## src/logic/ebsr_pkg.sv

```systemverilog
`default_nettype none
package ebsr_pkg;
	localparam int          CLK_MHZ          = 125;
	localparam int          PULL_HIGH_US     = 5;
	localparam int          PULL_HIGH_CYC    = PULL_HIGH_US * CLK_MHZ;
	localparam int          START_WAIT_OSC   = (2 ** 17) + 512;
	localparam int          START_LAT        = 4;
	localparam logic [2:0]  STRETCH_RST      = 3'h1;
	localparam int          MC_OSC           = 4;
	localparam int          BASE_MC          = 2;
	localparam int          CNT_W            = 18;
	localparam int          PH_W             = 6;
	localparam logic [1:0]  MODE_USER        = 2'h0;
	localparam logic [1:0]  MODE_SERIAL_PROG = 2'h1;
	localparam logic [1:0]  MODE_PAR_PROG    = 2'h2;
	typedef enum logic [1:0] {EBSR_IDLE, EBSR_XFER} ebsr_state_t;
endpackage : ebsr_pkg
`default_nettype wire

```

## src/logic/ebsr_timer_if.sv

```systemverilog
`default_nettype none
interface ebsr_timer_if;
	logic load;
	logic done;
	modport ctrl (output load, input done);
	modport tmr  (input load, output done);
endinterface : ebsr_timer_if
`default_nettype wire

```

## src/logic/ebsr_start_timer.sv

```systemverilog
`default_nettype none
module ebsr_start_timer
	import ebsr_pkg::*;
#(
	parameter int WAIT_CYC = START_WAIT_OSC
) (
	input  wire logic clk_i,
	input  wire logic resetn_i,
	ebsr_timer_if.tmr t
);
	logic [CNT_W-1:0] cnt_r;
	logic [CNT_W-1:0] cnt_nxt;
	logic             done_r;
	logic             done_nxt;

	always_comb begin
		cnt_nxt  = cnt_r;
		done_nxt = done_r;
		if (t.load) begin
			cnt_nxt  = CNT_W'(WAIT_CYC - 1);
			done_nxt = 1'b0;
		end else if (!done_r) begin
			if (cnt_r == '0)
				done_nxt = 1'b1;
			else
				cnt_nxt = cnt_r - 1'b1;
		end
	end

	always_ff @(posedge clk_i or negedge resetn_i) begin
		if (!resetn_i) begin
			cnt_r  <= '0;
			done_r <= 1'b0;
		end else begin
			cnt_r  <= cnt_nxt;
			done_r <= done_nxt;
		end
	end

	assign t.done = done_r;
endmodule : ebsr_start_timer
`default_nettype wire

```

## src/logic/ebsr_bus.sv

```systemverilog
`default_nettype none
module ebsr_bus
	import ebsr_pkg::*;
#(
	parameter int START_WAIT = START_WAIT_OSC
) (
	// Clock and reset
	input  wire logic        clk_i,
	input  wire logic        resetn_i,
	// Device reset pin, active high, asynchronous to clk
	input  wire logic        rst_pin_i,
	// Mode select pins
	input  wire logic        serial_prog_sel_i,
	input  wire logic        par_prog_sel_i,
	input  wire logic        external_program_access_i,
	// Stretch control field
	input  wire logic        stretch_wr_i,
	input  wire logic [2:0]  stretch_sel_i,
	output logic      [2:0]  stretch_sel_o,
	// Transfer request from core
	input  wire logic        xfer_req_i,
	input  wire logic        xfer_write_i,
	output logic             xfer_busy_o,
	output logic             xfer_done_o,
	// External bus pins, active low strobes
	output logic             addr_latch_o,
	output logic             program_fetch_strobe_n_o,
	output logic             rd_strobe_n_o,
	output logic             wr_strobe_n_o,
	output logic             addr_drive_o,
	// Start-up status
	output logic             running_o,
	output logic      [1:0]  mode_o,
	output logic             ext_prog_o
);
	// Two-stage synchronisers for pin inputs
	logic [1:0] rst_s_r, ser_s_r, par_s_r, ea_s_r;
	always_ff @(posedge clk_i or negedge resetn_i) begin
		if (!resetn_i) begin
			rst_s_r <= 2'h0;
			ser_s_r <= 2'h0;
			par_s_r <= 2'h0;
			ea_s_r  <= 2'h0;
		end else begin
			rst_s_r <= {rst_s_r[0], rst_pin_i};
			ser_s_r <= {ser_s_r[0], serial_prog_sel_i};
			par_s_r <= {par_s_r[0], par_prog_sel_i};
			ea_s_r  <= {ea_s_r[0], external_program_access_i};
		end
	end
	logic rst_q, ser_q, par_q, ea_q;
	assign rst_q = rst_s_r[1];
	assign ser_q = ser_s_r[1];
	assign par_q = par_s_r[1];
	assign ea_q  = ea_s_r[1];

	// Reset pin qualification: two clocks high resets the device
	logic [1:0] rst_cnt_r, rst_cnt_nxt;
	logic       in_reset_r, in_reset_nxt;
	logic       rst_prev_r, rst_prev_nxt;
	logic [1:0] mode_r, mode_nxt;
	logic       ext_r, ext_nxt;
	logic       run_r, run_nxt;
	ebsr_timer_if tif ();

	always_comb begin
		rst_cnt_nxt  = rst_q ? ((rst_cnt_r == 2'h2) ? rst_cnt_r : rst_cnt_r + 1'b1) : 2'h0;
		in_reset_nxt = in_reset_r;
		rst_prev_nxt = in_reset_r;
		mode_nxt     = mode_r;
		ext_nxt      = ext_r;
		run_nxt      = run_r;
		tif.load     = 1'b0;
		if (rst_q && rst_cnt_r == 2'h1) begin
			in_reset_nxt = 1'b1;
			run_nxt      = 1'b0;
		end else if (!rst_q && in_reset_r) begin
			in_reset_nxt = 1'b0;
			tif.load     = 1'b1;
			// Sample mode pins at release; setup is the programmer's job
			if (par_q) begin
				mode_nxt = MODE_PAR_PROG;
				ext_nxt  = 1'b0;
			end else if (ser_q) begin
				mode_nxt = MODE_SERIAL_PROG;
				ext_nxt  = 1'b0;
			end else begin
				mode_nxt = MODE_USER;
				ext_nxt  = ea_q;
			end
		end else if (!in_reset_r && !rst_prev_r && tif.done && !run_r) begin
			run_nxt = 1'b1;
		end
	end

	always_ff @(posedge clk_i or negedge resetn_i) begin
		if (!resetn_i) begin
			rst_cnt_r  <= 2'h0;
			in_reset_r <= 1'b1;
			rst_prev_r <= 1'b1;
			mode_r     <= MODE_USER;
			ext_r      <= 1'b0;
			run_r      <= 1'b0;
		end else begin
			rst_cnt_r  <= rst_cnt_nxt;
			in_reset_r <= in_reset_nxt;
			rst_prev_r <= rst_prev_nxt;
			mode_r     <= mode_nxt;
			ext_r      <= ext_nxt;
			run_r      <= run_nxt;
		end
	end

	// Timer trimmed by the synchroniser and hand-off clocks, so the start
	// never overruns the wait measured from the pin
	ebsr_start_timer #(.WAIT_CYC(START_WAIT - START_LAT)) u_timer (
		.clk_i    (clk_i),
		.resetn_i (resetn_i),
		.t        (tif.tmr)
	);

	// Stretch field and transfer engine; one clk is one oscillator period
	logic [2:0]      stretch_r, stretch_nxt;
	logic [2:0]      cur_r, cur_nxt;
	logic            wr_r, wr_nxt;
	logic [PH_W-1:0] ph_r, ph_nxt;
	ebsr_state_t     st_r, st_nxt;
	logic            ale_r, ale_nxt, rd_r, rd_nxt, wrs_r, wrs_nxt, adr_r, adr_nxt;
	logic            done_r, done_nxt;
	logic [PH_W-1:0] last_ph;
	logic            str;

	// Strobe window in oscillator periods; half periods round to whole ones
	assign str     = (cur_r != 3'h0);
	assign last_ph = PH_W'((BASE_MC + 32'(cur_r)) * MC_OSC - 1);

	always_comb begin
		stretch_nxt = stretch_r;
		// A device reset restores the default code just like power-on
		if (in_reset_r)
			stretch_nxt = STRETCH_RST;
		else if (stretch_wr_i)
			stretch_nxt = stretch_sel_i;
		cur_nxt     = cur_r;
		wr_nxt      = wr_r;
		ph_nxt      = ph_r;
		st_nxt      = st_r;
		done_nxt    = 1'b0;
		// Latch idles high, so it rises with the strobe or one clock after it
		ale_nxt     = 1'b1;
		rd_nxt      = 1'b0;
		wrs_nxt     = 1'b0;
		adr_nxt     = 1'b0;
		unique case (st_r)
			EBSR_IDLE: begin
				if (xfer_req_i && run_r) begin
					st_nxt  = EBSR_XFER;
					cur_nxt = stretch_r;
					wr_nxt  = xfer_write_i;
					ph_nxt  = '0;
				end
			end
			EBSR_XFER: begin
				ph_nxt = ph_r + 1'b1;
				if (ph_r == last_ph) begin
					st_nxt   = EBSR_IDLE;
					done_nxt = 1'b1;
				end
			end
		endcase
		if (st_nxt == EBSR_XFER) begin
			// Phase counted in the cycle being produced
			// Latch high ph0; strobe from ph1 (ph2 stretched); address from ph0
			adr_nxt = 1'b1;
			ale_nxt = (ph_nxt == '0);
			if ((ph_nxt >= (str ? PH_W'(2) : PH_W'(1))) &&
			    (ph_nxt < (str ? last_ph : last_ph + 1'b1))) begin
				rd_nxt  = !wr_nxt;
				wrs_nxt = wr_nxt;
			end
			if (st_r == EBSR_IDLE) begin
				ale_nxt = 1'b1;
				rd_nxt  = 1'b0;
				wrs_nxt = 1'b0;
			end
		end
	end

	always_ff @(posedge clk_i or negedge resetn_i) begin
		if (!resetn_i) begin
			stretch_r <= STRETCH_RST;
			cur_r     <= STRETCH_RST;
			wr_r      <= 1'b0;
			ph_r      <= '0;
			st_r      <= EBSR_IDLE;
			ale_r     <= 1'b1;
			rd_r      <= 1'b0;
			wrs_r     <= 1'b0;
			adr_r     <= 1'b0;
			done_r    <= 1'b0;
		end else begin
			stretch_r <= stretch_nxt;
			cur_r     <= cur_nxt;
			wr_r      <= wr_nxt;
			ph_r      <= ph_nxt;
			st_r      <= st_nxt;
			ale_r     <= ale_nxt;
			rd_r      <= rd_nxt;
			wrs_r     <= wrs_nxt;
			adr_r     <= adr_nxt;
			done_r    <= done_nxt;
		end
	end

	// During reset fetch and latch are high within four clocks of the pin rising, well inside 5 us
	assign addr_latch_o             = !run_r | ale_r;
	assign program_fetch_strobe_n_o = 1'b1;
	assign rd_strobe_n_o            = !rd_r;
	assign wr_strobe_n_o            = !wrs_r;
	assign addr_drive_o             = adr_r;
	assign xfer_busy_o              = (st_r != EBSR_IDLE);
	assign xfer_done_o              = done_r;
	assign stretch_sel_o            = stretch_r;
	assign running_o                = run_r;
	assign mode_o                   = mode_r;
	assign ext_prog_o               = ext_r;
endmodule : ebsr_bus
`default_nettype wire

```

## config.mk

```make
export PLATFORM = sky130hd
export DESIGN_NAME = ebsr_bus
export DESIGN_NICKNAME = d
export VERILOG_FILES = /design/src/logic/ebsr_pkg.sv /design/src/logic/ebsr_timer_if.sv /design/src/logic/ebsr_start_timer.sv /design/src/logic/ebsr_bus.sv
export SDC_FILE = /design/constraint.sdc
export NUM_CORES = 1
export LEC_CHECK = 0
export BUFFER_PORTS_ARGS = -buffer_cell sky130_fd_sc_hd__clkbuf_2
export CORE_ASPECT_RATIO = 1.75
export CORE_UTILIZATION = 25
export DETAILED_ROUTE_END_ITERATION = 10
export SYNTH_ARGS = -nofsm -noshare
export SYNTH_HDL_FRONTEND = slang
export SYNTH_SLANG_ARGS = --single-unit
```

## constraint.sdc

```tcl
create_clock -name clk_i -period 5.7 [get_ports clk_i]
set_input_delay 0 -clock clk_i [delete_from_list [all_inputs] [get_ports clk_i]]
set_output_delay 0 -clock clk_i [all_outputs]
set_load 0.01 [all_outputs]
```

==> impl_metrics.toml <==
[sta]
max_freq_ghz = 0.3661
max-slew-margin-rel_pct = 31.15
worst_hold_slack_ps = 27.56
final_max_slew_viol_count = 0
fin_worst_skew_ps = 6.905
period_needed_ps = 2731
finalSetupViolCount = 0
worst_setup_slack_after_layout_ps = 2969
setup-tns-final_ps = 0
grt_setup_unrepaired = "false"
layout_worst_path_cycle_share_pct = 47.92
hold_violations = 0
worst_pin_slew_ps = 1031

[cts]
cts.sinks = 55
clk_transition_reported_paths_ps = 70
clock_latency_of_the_later_clocked_register_in_the_worst_skew_pair_ps = 290
root_buffer = "clkbuf_16"
cts_htree_levels = 2
clock_tree_from_tritoncts = "built"
cts-hold-fix-buffers = 10
post-cts-setup-buffer-count = 0
cts_inserted_buffers = 5
ctsResizeCount = 0
max-clock-path-buffers = 2

[finish]
post-route-cell-area_mm2 = 0.003249
area_used_by_multi_input_combinational_logic_mm2 = 0.001282
final_nets = 329
antennaDiodeCount = 0
fillers = 1112
area_growth_pct = 18.10
drive_gt1_share_pct = 15.79
register_area_mm2 = 0.001383
finalCoreUtilization_pct = 30.37

[synthesis]
synth_area_leaders = "dfrtp_1 45%, ha_1 6.4%, dfstp_2 4.8%"
syn_avg_cell_area_um2 = 10.23
yosysWarnings = 0
netlist-cell-type-count = 46
synth_sequential_area_ratio_pct = 50.25
synth-async-reset-ratio_pct = 100.0
synth_cells = 269
synth_flop_cell = "dfrtp_1"
postSynthRegisterBits = 55
synth_largest_area_cell = "dfrtp_1"
synth_edf_count = 0
synthesis.nets = 295
synth.top_cell.area_share_pct = 45.48
synthesis.area_mm2 = 0.002751

[critical_path]
data_required_time_of_the_worst_path_ps = 5900
endpoint_kind = "register"
r2r_slack_ps = 2970
max_stage_delay_ps = 470
timing.critical_path.buf_inv = 0
worst_path_cell_chain = "nor2b_1 -> a21oi_1 -> a22o_1 -> ha_1 -> a21o_1 -> a21oi_1 -> o21ai_0 -> maj3_1 -> nor3b_1"
reg2reg_from = "st_r[0]$_DFF_PN0_"
path_depth = 9
launch_point_of_the_critical_path = "st_r[0]$_DFF_PN0_"
critPathCapture = "wrs_r$_DFF_PN0_"
maximum_fanout_count_along_the_critical_path = 9
critPathLaunchType = "register"
worst_r2r_path_depth = 9
crit_family = "compound AO/OA/AOI/OAI gates"
worstPathArrival_ps = 2930
criticalPathCategory = "register to register"
timing.critical_path.mode_cell = "a21oi_1"
critical_path.reg2reg.endpoint = "wrs_r$_DFF_PN0_"
worst_path_max_delay_cell = "nor2b_1"

[placed_design]
port_buffers = 24
detailed_place_hpwl_um = 4341
dpl_worst_slack_ps = 2983
postPlaceCellArea_mm2 = 0.003008
gp_routability_congestion = 0.8801

[flow_run]
max_cap_violations = 0

[power]
peakVddDrop_mv = 0.1875
total_leakage_power_nw = 1.421
power_density_mw_per_mm2 = 494.5

[global_routing]
grt_util_all_layers_pct = 11.16
grt_remaining_overflow = 0
first_global_vias = 2058
grt_max_degree = 56
grt_antenna_before_repair = 0
grt_pass1_wl_um = 9666

[detailed_routing]
avgViaCountPerCell = 4.735
detail_route.wirelength_um = 5799
avgRoutedWirePerCell_um = 13.36
drt.antenna.violating_nets = 0
detailed_route_via_count = 2055
remaining_drc_errors = 0
first_iter_violations = 102
firstDrtPassIters = 4

[run_status]
outcome = "complete, no violations"

[floorplan]
core_area_mm2 = 0.01070
floorplan.io_pins = 26
start_util_pct = 25.72
placement_rows = 50
width_of_the_die_um = 81.30
die_area_mm2 = 0.01145
floorplan.die.height_um = 140.8

[hold_path]
worstHoldPathType = "input port to register"
cells in the final DEF, fill, tap and decap left out, types with 8 or more instances in the layout:
master,Yosys,routed
a21oi_1,11,11
clkbuf_2,0,24
dfrtp_1,50,50
dlygate4sd3_1,0,10
ha_1,14,14
inv_1,14,14
nand2_1,21,21
nand2b_1,8,8
nor2_1,23,23
nor3_1,10,10
o21ai_0,17,17
xnor2_1,15,15
synth_stat cells (all sizes together), types with 4 or more instances:
| cell | number |
|---|---|
| ha | 14 |
| nand2b | 8 |
| nor3 | 11 |
| and2 | 4 |
| inv | 14 |
| or3 | 6 |
| clkbuf | 7 |
| nand3 | 7 |
| nor2 | 23 |
| dfrtp | 50 |
| nor2b | 4 |
| or4 | 4 |
| a21oi | 11 |
| xor2 | 5 |
| o21ai | 17 |
| nand2 | 21 |
| xnor2 | 15 |
| dfstp | 5 |
worst min-delay path, delay by kind of cell:
| family | cells | cell delay [ps] |
|---|---|---|
| AOI/OAI and AO/OA | 1 | 90 |
| buffers and inverters | 1 | 110 |
| and+or+nand+nor | 1 | 80 |
layer usage:
| metal | part of all wire (%) | global-route usage, % |
|---|---|---|
| met1 | 40 | 11.98 |
| met2 | 54 | 20.09 |
| met3 | 2.2 | 1.748 |
| met4 | 2.9 | 6.015 |
| met5 | 0 | 0 |
cells by family (layout without fill, tap and decap cells):
| group | after synthesis | count (layout) | share of synthesized area (%) |
|---|---|---|---|
| buf+inv | 22 | 57 | 3.138 |
| mux | 4 | 4 | 1.546 |
| xor+xnor | 20 | 20 | 6.367 |
| compound gates | 49 | 49 | 11.28 |
| flops | 55 | 55 | 50.25 |
| fa+ha+maj | 15 | 15 | 6.730 |
| simple gates | 103 | 103 | 20.55 |
| other cells | 1 | 1 | 0.1363 |
report_power, final:
part / switching, W / leakage (nW) / internal (W)
logic: 0.000375 / 0.693 / 0.000302
clock network: 0.000139 / 0.0669 / 0.000163
registers: 0.000119 / 0.661 / 0.000509
cell type report:
cell class	instances	share of cell area, %
inverter	14	1.617
clock inverter	2	0.3851
clock buffer	6	3.966
timing repair buffer	35	7.008
multi-input combinational	192	39.47
sequential	55	42.55
tap	130	5.006
worst min-delay path by stage:
stage | startpoint | end | slack (ps) | depth (start not counted)
after floorplan | resetn_i | addr_drive_o$_DFF_PN0_ | -300 | 0
after global placement | external_program_access_i | ea_s_r[0]$_DFF_PN0_ | 110 | 1
after detailed placement | external_program_access_i | ea_s_r[0]$_DFF_PN0_ | 110 | 1
after CTS | xfer_req_i | st_r[0]$_DFF_PN0_ | 20 | 3
after global routing | xfer_req_i | st_r[0]$_DFF_PN0_ | 40 | 3
final | xfer_req_i | st_r[0]$_DFF_PN0_ | 30 | 3
flip-flops by register name (all words and copies together) (netlist names), 2 cells and up:
name,flops
cur_r,3
st_r,2
par_s_r,2
ea_s_r,2
rst_cnt_r,2
stretch_sel_o,3
ph_r,6
mode_o,2
ser_s_r,2
u_timer.cnt_r,18
rst_s_r,2
through the flow:
stage | power, W | std cells
3_3_place_gp | 0.001286 | 416
3_5_place_dp | 0.001308 | 416
6_report | 0.001607 | 434
5_1_grt | 0.001743 | 434
4_1_cts | 0.001624 | 434
2_1_floorplan | 0.001109 | 269
(Power assumes the default switching activity.)
